[config.mk]
export PLATFORM = sky130hd
export DESIGN_NAME = tafs_auth_fsm
export DESIGN_NICKNAME = d
export VERILOG_FILES = /design/src/core/tafs_pkg.sv /design/src/core/tafs_auth_fsm.sv /design/src/core/tafs_tick_div.sv /design/src/core/tafs_timer.sv
export VERILOG_INCLUDE_DIRS = /design/src /design/src/core
export SDC_FILE = /design/constraint.sdc
export NUM_CORES = 1
export LEC_CHECK = 0
export BUFFER_PORTS_ARGS = -buffer_cell sky130_fd_sc_hd__buf_2
export CAP_MARGIN = 10
export CELL_PAD_IN_SITES_DETAIL_PLACEMENT = 1
export CELL_PAD_IN_SITES_GLOBAL_PLACEMENT = 2
export CORE_AREA = 2 2 224 171
export DETAILED_ROUTE_END_ITERATION = 8
export DIE_AREA = 0 0 226 173
export MAX_ROUTING_LAYER = met4
export PLACE_DENSITY_LB_ADDON = 0.15
export SLEW_MARGIN = 20
export SYNTH_ARGS = -nofsm -noshare
export SYNTH_HDL_FRONTEND = slang
export SYNTH_SLANG_ARGS = --single-unit
[constraint.sdc]
create_clock -name clk_sys -period 4.75 [get_ports clk_sys]
set_input_delay 0.2375 -clock clk_sys [delete_from_list [all_inputs] [get_ports clk_sys]]
set_output_delay 0.2375 -clock clk_sys [all_outputs]
set_load 0.02 [all_outputs]
[src/core/tafs_map.svh]
// Purpose: Named constants for the terminal authorization state machine
// Assumes: 50 MHz system clock, timeouts counted in whole seconds
// Notes:   Definitions only; included by bare name
`ifndef TAFS_MAP_SVH
`define TAFS_MAP_SVH

// System clock period in ns (50 MHz)
`define TAFS_CLK_PERIOD_NS 20
// Timer tick period in seconds, and ns per second
`define TAFS_TICK_PERIOD_S 1
`define TAFS_NS_PER_S      1000000000
// Default width of second counters and timeout settings
`define TAFS_SEC_W         16
// Default number of traffic-key machines (one per SAID slot)
`define TAFS_NTEK          4
// Default width of the recorded authorization key
`define TAFS_AK_W          128
// Timer reaches its last second at this count
`define TAFS_LAST_SEC      1

`endif

[src/core/tafs_pkg.sv]
// Purpose: Types shared by the authorization state machine files
// Assumes: Nothing beyond SystemVerilog packages
// Notes:   Gray codes along Start, Auth Wait, Authorized, Reauth Wait
package tafs_pkg;

  // Six states; two 3-bit codes are illegal
  typedef enum logic [2:0] {
    TAFS_START      = 3'h0,
    TAFS_AUTH_WAIT  = 3'h1,
    TAFS_AUTHORIZED = 3'h3,
    TAFS_REAUTH_WT  = 3'h2,
    TAFS_REJECT_WT  = 3'h6,
    TAFS_TERMINATED = 3'h7
  } tafs_state_t;

endpackage

[src/core/tafs_auth_fsm.sv]
// Purpose: Authorization state machine of an access terminal
// Assumes: Message decoder on clk_sys delivers one-cycle event pulses
// Notes:   Traffic-key machines and crypto live outside this block
`timescale 1ns/1ns
`include "tafs_map.svh"
module tafs_auth_fsm #(
  parameter int          NTEK     = `TAFS_NTEK,
  parameter int          SEC_W    = `TAFS_SEC_W,
  parameter int          AK_W     = `TAFS_AK_W,
  parameter int unsigned TICK_CYC =
    (`TAFS_TICK_PERIOD_S * `TAFS_NS_PER_S) / `TAFS_CLK_PERIOD_NS
) (
  input  wire logic                  clk_sys,
  input  wire logic                  rst,
  input  wire logic                  rx_auth_cmd,
  input  wire logic                  rx_auth_reject,
  input  wire logic                  reject_perm,
  input  wire logic                  rx_auth_reply,
  input  wire logic [AK_W-1:0]       reply_ak,
  input  wire logic [SEC_W-1:0]      reply_ak_life,
  input  wire logic [NTEK-1:0]       reply_said_list,
  input  wire logic                  rx_auth_invalid,
  input  wire logic                  tek_auth_fail,
  input  wire logic                  inv_src_valid,
  input  wire logic [$clog2(NTEK)-1:0] inv_src_id,
  input  wire logic                  reauth_req,
  input  wire logic                  rx_mgmt_msg,
  input  wire logic [SEC_W-1:0]      cfg_auth_wait_s,
  input  wire logic [SEC_W-1:0]      cfg_reauth_wait_s,
  input  wire logic [SEC_W-1:0]      cfg_grace_s,
  input  wire logic [SEC_W-1:0]      cfg_reject_wait_s,
  output tafs_pkg::tafs_state_t      state_q,
  output logic                       tx_mfr_info_q,
  output logic                       tx_auth_req_q,
  output logic                       mgmt_resp_q,
  output logic                       traffic_en_q,
  output logic                       trap_term_q,
  output logic [AK_W-1:0]            ak_q,
  output logic [NTEK-1:0]            tek_active_q,
  output logic [NTEK-1:0]            tek_stop_q,
  output logic [NTEK-1:0]            tek_authorized_q,
  output logic [NTEK-1:0]            tek_pend_q,
  output logic [NTEK-1:0]            tek_comp_q
);
  import tafs_pkg::*;

  // One-hot select of the key machine blamed for an invalid event
  function automatic logic [NTEK-1:0] sid_onehot(
    input logic                    vld,
    input logic [$clog2(NTEK)-1:0] id
  );
    logic [NTEK-1:0] oh;
    oh = '0;
    if (vld)
      oh[id] = 1'b1;
    return oh;
  endfunction

  logic        tick;
  logic        retry_run;
  logic        retry_exp;
  logic        rejw_run;
  logic        rejw_exp;
  logic        grace_run;
  logic        grace_exp;
  tafs_state_t state_d;

  // State decode
  wire in_start = (state_q == TAFS_START);
  wire in_aw    = (state_q == TAFS_AUTH_WAIT);
  wire in_auth  = (state_q == TAFS_AUTHORIZED);
  wire in_rw    = (state_q == TAFS_REAUTH_WT);
  wire in_rjw   = (state_q == TAFS_REJECT_WT);
  wire in_term  = (state_q == TAFS_TERMINATED);

  // Invalid event from either source; both mean lost key sync
  wire ev_inv = rx_auth_invalid | tek_auth_fail;

  // Event qualification; reject beats reply beats retry timeout
  wire do_cmd    = in_start & rx_auth_cmd;
  wire rej_np    = rx_auth_reject & ~reject_perm;
  wire rej_p     = rx_auth_reject & reject_perm;
  wire do_np_aw  = in_aw & rej_np;
  wire do_np_rw  = in_rw & rej_np;
  wire do_p_aw   = in_aw & rej_p;
  wire do_p_rw   = in_rw & rej_p;
  wire do_rep_aw = in_aw & rx_auth_reply & ~rx_auth_reject;
  wire do_rep_rw = in_rw & rx_auth_reply & ~rx_auth_reject;
  wire busy_ev   = rx_auth_reject | rx_auth_reply;
  wire do_rt_aw  = in_aw & retry_exp & ~busy_ev;
  wire do_rt_rw  = in_rw & retry_exp & ~busy_ev;
  wire do_rjw    = in_rjw & rejw_exp;
  wire do_grace  = in_auth & grace_exp;
  wire do_inv_au = in_auth & ev_inv;
  wire do_rq_au  = in_auth & reauth_req;
  wire do_inv_rw = in_rw & ev_inv & ~busy_ev;
  wire go_reauth = do_grace | do_inv_au | do_rq_au;
  wire any_rej   = do_np_aw | do_np_rw | do_p_aw | do_p_rw;
  wire any_rep   = do_rep_aw | do_rep_rw;
  wire any_stop  = do_np_rw | do_p_rw;

  // Timer controls; start and terminated states hold every timer off
  // Clear beats load in the timer, so Start must let the command load it
  wire retry_clr  = any_rej | any_rep | (in_start & ~do_cmd)
                  | in_term;
  wire retry_ld_a = do_cmd | do_rt_aw;
  wire retry_ld_r = go_reauth | do_rt_rw;
  wire [SEC_W-1:0] retry_val = retry_ld_a ? cfg_auth_wait_s
                                          : cfg_reauth_wait_s;
  wire rejw_ld    = do_np_aw | do_np_rw;
  wire grace_clr  = do_inv_au | do_rq_au | in_start | in_term;
  // Grace fires this long before key expiry; a short life fires on the next tick
  wire [SEC_W-1:0] grace_val = (reply_ak_life > cfg_grace_s)
                             ? SEC_W'(reply_ak_life - cfg_grace_s)
                             : '0;

  // Key machine event vectors
  wire [NTEK-1:0] blame = sid_onehot(inv_src_valid, inv_src_id);
  wire [NTEK-1:0] stop_d = any_stop ? tek_active_q
                         : do_rep_rw ? (tek_active_q & ~reply_said_list)
                         : '0;
  wire [NTEK-1:0] comp_d = do_rep_rw ? (tek_active_q & reply_said_list)
                                     : '0;
  wire [NTEK-1:0] auth_d = do_rep_aw ? reply_said_list : '0;
  wire [NTEK-1:0] pend_d = (do_inv_au | do_inv_rw) ? blame : '0;

  tafs_tick_div #(
    .TICK_CYC (TICK_CYC)
  ) u_tick (
    .clk_sys (clk_sys),
    .rst     (rst),
    .tick_q  (tick)
  );

  tafs_timer #(.W(SEC_W)) u_retry (
    .clk_sys  (clk_sys),
    .rst      (rst),
    .tick     (tick),
    .clr      (retry_clr),
    .load     (retry_ld_a | retry_ld_r),
    .load_val (retry_val),
    .run_q    (retry_run),
    .exp_q    (retry_exp)
  );

  tafs_timer #(.W(SEC_W)) u_rejw (
    .clk_sys  (clk_sys),
    .rst      (rst),
    .tick     (tick),
    .clr      (in_start | in_term),
    .load     (rejw_ld),
    .load_val (cfg_reject_wait_s),
    .run_q    (rejw_run),
    .exp_q    (rejw_exp)
  );

  tafs_timer #(.W(SEC_W)) u_grace (
    .clk_sys  (clk_sys),
    .rst      (rst),
    .tick     (tick),
    .clr      (grace_clr),
    .load     (any_rep),
    .load_val (grace_val),
    .run_q    (grace_run),
    .exp_q    (grace_exp)
  );

  // Next state; anything not listed leaves the state alone
  always_comb
  begin
    state_d = state_q;
    unique case (state_q)
      TAFS_START:
        if (do_cmd)
          state_d = TAFS_AUTH_WAIT;
      TAFS_AUTH_WAIT:
        if (do_p_aw)
          state_d = TAFS_TERMINATED;
        else if (do_np_aw)
          state_d = TAFS_REJECT_WT;
        else if (do_rep_aw)
          state_d = TAFS_AUTHORIZED;
      TAFS_AUTHORIZED:
        if (go_reauth)
          state_d = TAFS_REAUTH_WT;
      TAFS_REAUTH_WT:
        if (do_p_rw)
          state_d = TAFS_TERMINATED;
        else if (do_np_rw)
          state_d = TAFS_REJECT_WT;
        else if (do_rep_rw)
          state_d = TAFS_AUTHORIZED;
      TAFS_REJECT_WT:
        if (do_rjw)
          state_d = TAFS_START;
      TAFS_TERMINATED:
        state_d = TAFS_TERMINATED;
      default:
        state_d = TAFS_START;
    endcase
  end

  // State, messages and traffic gate
  always_ff @(posedge clk_sys)
  begin
    if (rst)
    begin
      state_q       <= TAFS_START;
      tx_mfr_info_q <= 1'b0;
      tx_auth_req_q <= 1'b0;
      traffic_en_q  <= 1'b0;
      trap_term_q   <= 1'b0;
      mgmt_resp_q   <= 1'b0;
    end
    else
    begin
      state_q       <= state_d;
      tx_mfr_info_q <= do_cmd | do_rt_aw;
      tx_auth_req_q <= do_cmd | do_rt_aw | do_rt_rw | go_reauth;
      // Forwarding opens on authorization and closes for good on perm reject
      traffic_en_q  <= (traffic_en_q | any_rep) & ~(do_p_aw | do_p_rw);
      trap_term_q   <= do_p_aw | do_p_rw;
      mgmt_resp_q   <= rx_mgmt_msg;
    end
  end

  // Key record and key machine events
  always_ff @(posedge clk_sys)
  begin
    if (rst)
    begin
      ak_q             <= '0;
      tek_active_q     <= '0;
      tek_stop_q       <= '0;
      tek_authorized_q <= '0;
      tek_pend_q       <= '0;
      tek_comp_q       <= '0;
    end
    else
    begin
      if (any_rep)
        ak_q <= reply_ak;
      // Stopped machines drop out; their keys are purged outside
      tek_active_q     <= (tek_active_q | auth_d) & ~stop_d;
      tek_stop_q       <= stop_d;
      tek_authorized_q <= auth_d;
      tek_pend_q       <= pend_d;
      tek_comp_q       <= comp_d;
    end
  end

  a_cmd_start: assert property (@(posedge clk_sys) disable iff (rst)
    in_start && rx_auth_cmd |=> state_q == TAFS_AUTH_WAIT
      && tx_mfr_info_q && tx_auth_req_q && retry_run)
    else $error("command in start not handled");

  a_np_rej_aw: assert property (@(posedge clk_sys) disable iff (rst)
    in_aw && rx_auth_reject && !reject_perm
      |=> state_q == TAFS_REJECT_WT && !retry_run && rejw_run)
    else $error("non-permanent reject in auth wait mishandled");

  a_np_rej_rw: assert property (@(posedge clk_sys) disable iff (rst)
    in_rw && rx_auth_reject && !reject_perm
      |=> state_q == TAFS_REJECT_WT && tek_stop_q == $past(tek_active_q)
        && tek_active_q == '0)
    else $error("non-permanent reject in reauth wait mishandled");

  a_perm_rej: assert property (@(posedge clk_sys) disable iff (rst)
    (in_aw || in_rw) && rx_auth_reject && reject_perm
      |=> state_q == TAFS_TERMINATED && !traffic_en_q && trap_term_q)
    else $error("permanent reject did not terminate");

  a_term_hold: assert property (@(posedge clk_sys) disable iff (rst)
    in_term && rx_mgmt_msg |=> in_term && !traffic_en_q && mgmt_resp_q)
    else $error("terminated state leaked traffic or dropped management");

  a_reply_aw: assert property (@(posedge clk_sys) disable iff (rst)
    in_aw && rx_auth_reply && !rx_auth_reject
      |=> state_q == TAFS_AUTHORIZED && grace_run
        && tek_authorized_q == $past(reply_said_list))
    else $error("reply in auth wait mishandled");

  a_retry_aw: assert property (@(posedge clk_sys) disable iff (rst)
    in_aw && retry_exp && !rx_auth_reject && !rx_auth_reply
      |=> in_aw && tx_mfr_info_q && tx_auth_req_q)
    else $error("auth wait retry did not resend both");

  a_retry_rw: assert property (@(posedge clk_sys) disable iff (rst)
    in_rw && retry_exp && !rx_auth_reject && !rx_auth_reply
      |=> in_rw && !tx_mfr_info_q && tx_auth_req_q)
    else $error("reauth wait retry sent wrong messages");

  a_ignore_ev: assert property (@(posedge clk_sys) disable iff (rst)
    in_auth && !grace_exp && !ev_inv && !reauth_req
      |=> in_auth && !tx_auth_req_q && $stable(ak_q))
    else $error("ignored event changed authorized state");
endmodule

[src/core/tafs_tick_div.sv]
// Purpose: One-cycle enable pulse once per second from the system clock
// Assumes: Single clock domain, synchronous active-high reset
// Notes:   TICK_CYC may be shortened in simulation
`timescale 1ns/1ns
`include "tafs_map.svh"
module tafs_tick_div #(
  parameter int unsigned TICK_CYC =
    (`TAFS_TICK_PERIOD_S * `TAFS_NS_PER_S) / `TAFS_CLK_PERIOD_NS
) (
  input  wire logic clk_sys,
  input  wire logic rst,
  output logic      tick_q
);
  import tafs_pkg::*;

  logic [31:0] cnt_q;
  wire         wrap = (cnt_q == 32'(TICK_CYC - 1));

  // Free-running divider; tick is registered, so it follows the last cycle of each period by one clock
  always_ff @(posedge clk_sys)
  begin
    if (rst)
    begin
      cnt_q  <= '0;
      tick_q <= 1'b0;
    end
    else
    begin
      cnt_q  <= wrap ? '0 : cnt_q + 32'h1;
      tick_q <= wrap;
    end
  end
endmodule

[src/core/tafs_timer.sv]
// Purpose: Second-resolution countdown timer with load and clear
// Assumes: tick is a one-cycle enable, once per second
// Notes:   Clear beats load; a zero load expires on the next tick
`timescale 1ns/1ns
`include "tafs_map.svh"
module tafs_timer #(
  parameter int W = `TAFS_SEC_W
) (
  input  wire logic         clk_sys,
  input  wire logic         rst,
  input  wire logic         tick,
  input  wire logic         clr,
  input  wire logic         load,
  input  wire logic [W-1:0] load_val,
  output logic              run_q,
  output logic              exp_q
);
  import tafs_pkg::*;

  logic [W-1:0] cnt_q;
  wire          last = (cnt_q <= W'(`TAFS_LAST_SEC));

  // Count down on each tick; signal expiry as it reaches zero
  always_ff @(posedge clk_sys)
  begin
    if (rst || clr)
    begin
      cnt_q <= '0;
      run_q <= 1'b0;
      exp_q <= 1'b0;
    end
    else if (load)
    begin
      cnt_q <= load_val;
      run_q <= 1'b1;
      exp_q <= 1'b0;
    end
    else
    begin
      exp_q <= run_q && tick && last;
      if (run_q && tick)
      begin
        cnt_q <= last ? '0 : cnt_q - W'(`TAFS_LAST_SEC);
        run_q <= !last;
      end
    end
  end
endmodule

## Word-level counts from Yosys, hierarchy flattened

Index checks and enable logic that the tools add are counted.

- $add $sub $neg: 5
- $mul: 0
- Div/mod/pow operators: 0
- Order comparisons: 6
- Eq/ne operators: 11
- Shift operators: 0
- Muxes and demuxes: 32
- Bitwise gates (word level): 61
- Reduce and logical (&&, ||, !) cells: 24

Operator list:

| operator | number |
|---|---|
| $mux W16 | 11 |
| $le A16 B1 Y1 const B | 3 |
| $sub A16 B1 Y16 const B | 3 |
| $add A32 B1 Y32 const B | 1 |
| $eq A32 B26 Y1 const B | 1 |
| $mux W3 | 9 |
| $or A1 B1 Y1 | 24 |
| $and A1 B1 Y1 | 23 |
| $pmux W3 S6 | 1 |
| $gt A16 B16 Y1 | 1 |
| $sub A16 B16 Y16 | 1 |
| $and A4 B4 Y4 | 3 |
| $mux W4 | 3 |
| $reduce_or A2 Y1 | 5 |
| $ne A4 B1 Y1 const B | 2 |
| $not A1 Y1 | 8 |
| $not A4 Y4 | 2 |
| $logic_and A1 B1 Y1 | 7 |
| $mux W1 | 7 |
| $eq A3 B2 Y1 const B | 2 |
| $eq A3 B3 Y1 const B | 2 |
| $ne A2 B1 Y1 const B | 3 |
| $reduce_bool A2 Y1 | 3 |
| $reduce_and A5 Y1 | 1 |
| 9 further kinds | 13 |

- Register bits: 243
- Latch bits: 0
- Memory bits (writable): 0
- Bits in read-only memories: 0
- Bits of input ports: 225
- Word-level logic and storage cells: 162
- Memories kept: 0

## Longest topological paths before layout

- Depth in word-level cells: 11
- Depth in mapped cells: 11
- Mapped depth without buffers: 10

## Cells and area by module

Synthesis repeated with hierarchy kept, for this count alone.

- Cell total of the unflattened synthesis: 1442
- Area, all modules: 11781.3 µm²

By module, submodules not included:

| module | times used | cells an instance | area each (µm²) |
|---|---|---|---|
| tafs_auth_fsm | 1 | 852 | 6864.1 |
| tafs_timer | 3 | 134 | 1097.3 |
| tafs_tick_div | 1 | 188 | 1625.3 |

## Least setup slack after synthesis

OpenSTA, ideal clock, no wires.

- Path kind: register to register
- Start: register u_grace.cnt_q[8]
- End: register u_grace.cnt_q[14]
- Library setup time: 0.125 ns
- Arrival: 2.044 ns
- Data required time: 4.625 ns
- Slack: 2.580 ns
- Stages on the path, launching flop included: 7
- Buffers on the path: 0
- Clock period less this slack: 2.170 ns
- Path through: dfxtp_1 > or4_4 > or4_4 > nor3_1 > nor2_2 > a32oi_1 > o22ai_1

- Longest elaborated chain between the ends: 4
- Elaborated cells between the ends (all ways): 5

RTL lines:

| what | RTL line | text |
|---|---|---|
| start: declaration | tafs_timer.sv:20 | `logic [W-1:0] cnt_q;` |
| start signal: assignment | tafs_timer.sv:34 | `cnt_q <= load_val;` |
| start signal: assignment | tafs_timer.sv:43 | `` cnt_q <= last ? '0 : cnt_q - W'(`TAFS_LAST_SEC); `` |
| $sub A16 B1 Y16 or $le A16 B1 Y1 (tied branches) | tafs_timer.sv:43, tafs_timer.sv:21 |  |
| $mux W16 * | tafs_timer.sv:43 |  |
| $mux W16 * | tafs_timer.sv:41 | `if (run_q && tick)` |
| $mux W16 * | tafs_timer.sv:32 | `else if (load)` |

Mark *: on every way between the ends. The rest lies on a longest branch, timed or not. The select of a mux whose other input is x is not followed.
A chain may end at the register's enable or synchronous reset.

## Worst setup path after layout

- Start: register state_q[1]
- End: register u_rejw.cnt_q[11]

- Longest elaborated chain between the ends: 4
- Elaborated cells between the ends (all ways): 11

RTL lines:

| what | RTL line | text |
|---|---|---|
| start: declaration | tafs_auth_fsm.sv:32 | `output tafs_pkg::tafs_state_t state_q,` |
| start signal: assignment | tafs_auth_fsm.sv:217 | `state_q <= state_d;` |
| $eq A3 B1 Y1 or $eq A3 B2 Y1 (tied branches) | tafs_auth_fsm.sv:70, tafs_auth_fsm.sv:72 |  |
| $and A1 B1 Y1 (on tied branches) | tafs_auth_fsm.sv:83, tafs_auth_fsm.sv:84 |  |
| $or A1 B1 Y1 | tafs_auth_fsm.sv:110 | `wire rejw_ld = do_np_aw \| do_np_rw;` |
| $mux W16 or $reduce_bool A2 Y1 (tied branches) | - |  |
| end signal: assignment | tafs_timer.sv:34 |  |
| end signal: assignment | tafs_timer.sv:43 |  |
| end: declaration | tafs_timer.sv:20 |  |

Parallel ways exist; a longest one is shown, timed or not.

==> metrics.md <==
| Metric | Value |
|---|---|
| Setup Skew | `between 0.008 and 0.009 ns` |
| CTS tree | `done` |
| DR WL/cell | `around 17 um` |
| Critical path type | `reg -> reg` |
| WP data required | `between 5 and 6 ns` |
| Drt drc | `0` |
| DR vias/cell | `about 4.8` |
| Largest net degree at the start of global routing | `87` |
| Post-Synthesis Cells | `between 1000 and 1500` |
| CP max stage delay | `roughly 0.75 ns` |
| Max Freq | `0.318 GHz` |
| Number of I/O port buffers | `380` |
| Final min period | `between 3 and 4 ns` |
| Hold Crit Class | `in -> reg` |
| # nets final | `roughly 2100` |
| Setup TNS | `0 ns` |
| Final setup viols | `0` |
| Io pins | `approximately 380` |
| Startpoint class of the critical path | `flop` |
| Initial antenna violation count | `1` |
| Root buf cell | `clkbuf_16` |
| Slew @ Worst Pin | `around 0.95 ns` |
| Pwr Density | `a little over 400 nW/um2` |
| Synthesized area | `11000 um2` |
| Num CTS Buffers | `28` |
| Yosys top cell area share | `0.443` |
| DRT iter0 DRCs | `about 550` |
| CTS clk-pin slew, worst paths | `0.06 ns` |
| Site row count | `between 60 and 70` |
| Post-synthesis average cell area | `just under 8 um2` |
| Pre-Repair DR Iteration Count | `5` |
| Final Total Pwr | `between 6000 and 7000 uW` |
| Status | `complete, no violations` |
| Gr usage total | `0.216` |
| Final Hold Fails | `0` |
| Chip height | `around 170 um` |
| Number of enable flip-flop cells after synthesis | `0` |
| Max-cap violations | `0` |
| Top cell by count, worst path | `xor2_1` |
| Leading area contributor after synthesis | `dfxtp_1` |
| Top cells by area, synth | `dfxtp_1 (44%), nand2_1 (11%), a21oi_1 (8.2%)` |
| Critical path capture point type | `flop` |
| Share of cells above drive strength 1 | `0.235` |
| Final Util | `0.432` |
| Slew Viols, Final | `0` |
| Total gr overflow | `0` |
| Starting density of the core | `0.299` |
| Post-Route WL | `~42000 um` |
| Worst path cell trace | `xor2_1, nand3_1, a21o_1, nor3_1, nand3b_1, xor2_1, o21ai_0` |
| Die area | `between 30000 and 40000 um2` |
| Asr flop ratio synth | `0` |
| Routed Antenna Nets | `0` |
| Post-cts sizing count | `0` |
| Gpl congestion | `0.798` |
| WP data arrival | `3.62 ns` |
| Yosys cell types | `67` |
| Slew margin rel. | `0.366` |
| CTS Sinks | `roughly 240` |
| Core ar. | `approximately 37000 um2` |
| Largest delay share family, worst path | `simple AND/OR/NAND/NOR gates` |
| Worst VDD drop | `0.000244 V` |
| Ys Warns | `0` |
| First-pass GRT wire length | `66100 um` |
| Synth Register Bits | `between 200 and 250` |
| Count leader, synth | `nand2_1` |
| Leakage | `~0.0069 uW` |
| Layout area overhead | `44.4%` |
| Die Width | `around 230 um` |
| Deepest clock path buffer count | `3` |
| Top post-synthesis cells by count | `nand2_1 (335), dfxtp_1 (243), a21oi_1 (179)` |
| Critical path fanouts, max | `26` |
| DP HPWL | `a little under 30000 um` |
| CP max stage cell | `nand3_1` |
| RSZ-0062 raised after global routing | `false` |
| Top FF cell, synth | `dfxtp_1` |
| H-tree depth | `1` |
| Net count after synthesis | `about 1600` |
| Number of global-route vias before repair | `11946` |
| Post-route clock period utilization | `0.663` |
| Routed via count | `about 12000` |
| Clk_lat worst skew | `0.55 ns` |
| Sequential fraction of the synthesis area | `0.443` |
| Bufs and invs on worst path | `0` |
## repair_timing
item	in CTS	in global routing
hold buffers	163	0
setup buffers	0	0
hold endpoints to repair	166	0
## layout make-up
class                      count  area [um2]
multi-input combinational   1040        5720
sequential                   243        4860
antenna                        1        2.50
timing repair buffer         551        3600
tap                          504         631
clock buffer                  42         835
inverter                      32         120
clock inverter                 7        87.6
fill                        4463       20900
## cell usage in the layout (no fill, tap or decap), types with 9 or more instances in the layout
| cell | Yosys | final |
|---|---|---|
| xor2_1 | 42 | 42 |
| buf_2 | 6 | 379 |
| clkbuf_16 | 0 | 29 |
| nand3_1 | 38 | 37 |
| and2_1 | 13 | 13 |
| nor3_1 | 25 | 25 |
| xnor2_1 | 22 | 22 |
| inv_1 | 31 | 31 |
| o22ai_1 | 11 | 11 |
| o21ai_0 | 59 | 59 |
| a21oi_1 | 179 | 179 |
| mux2i_1 | 15 | 15 |
| ha_1 | 23 | 23 |
| nand2_1 | 335 | 335 |
| buf_4 | 0 | 9 |
| dlygate4sd3_1 | 0 | 163 |
| nand4_1 | 11 | 11 |
| and3_1 | 17 | 16 |
| nand2b_1 | 9 | 9 |
| nor2_1 | 93 | 93 |
| dfxtp_1 | 243 | 243 |
## worst paths after layout
| check | start | to | slack, ns | depth (start not counted) |
|---|---|---|---|---|
| setup / recovery | state_q[1] | u_rejw.cnt_q[11] | 1.60 | 7 |
| hold / removal | cfg_reject_wait_s[5] | u_rejw.cnt_q[5] | 0.04 | 3 |
| setup reg to reg | state_q[1] | u_rejw.cnt_q[11] | 1.60 | 7 |
| hold reg to reg | ak_q[113] | ak_q[113] | 0.45 | 2 |
## state kept, by name, indices dropped and copies added (netlist names), 3 cells and up
signal            flops
ak_q                128
state_q               3
tek_active_q          4
tek_authorized_q      4
tek_comp_q            4
tek_pend_q            4
tek_stop_q            4
u_grace.cnt_q        16
u_rejw.cnt_q         16
u_retry.cnt_q        16
u_tick.cnt_q         32
## report_power, final
group          leakage [uW]  total, uW  internal, uW  switching (uW)
logic               0.00448       1850           734            1120
registers           0.00197       2350          2200             147
clock network      0.000453       2190          1310             884
total               0.00690       6400          4250            2150
## routing by layer
layer / up-vias / share of wire / global-route usage / routed length [um]
met2: 257 / 0.46 / 0.350 / 19500
met4: 0 / 0.031 / 0.0659 / 1300
met3: 88 / 0.050 / 0.0425 / 2130
met5: - / 0 / - / 0
met1: 5400 / 0.45 / 0.270 / 19200
li1: 5779 / - / - / -
## worst reg2reg max path, stage by stage, from the launching register on
cell	delay, ns
dfxtp_1	0.71
xor2_1	0.41
nand3_1	0.75
a21o_1	0.43
nor3_1	0.34
nand3b_1	0.14
xor2_1	0.16
o21ai_0	0.15
## kinds of logic after synthesis
kind of cell | after synthesis | share of synthesized area
DFF | 243 | 0.443
adders and majority gates | 24 | 0.0280
xor gates and xnor gates | 64 | 0.0510
buffers and inverters | 110 | 0.0383
muxes | 19 | 0.0178
AOI/OAI and AO/OA | 333 | 0.177
and+or+nand+nor | 600 | 0.245
## per-stage QoR
stage | setup slack, ns | hold WS [ns] | cells | cell area (um2)
finish | 1.60 | 0.0364 | 2420 | 15900
global route | 1.23 | 0.0313 | 2420 | 15900
CTS | 1.61 | 0.00875 | 2419 | 15900
detailed placement | 1.64 | 0.440 | 2207 | 13300
global placement | 1.71 | 0.437 | 2207 | 13300
floorplan | 2.58 | 0.309 | 1393 | 11000
Note: power is estimated with default switching activity, not from simulation.
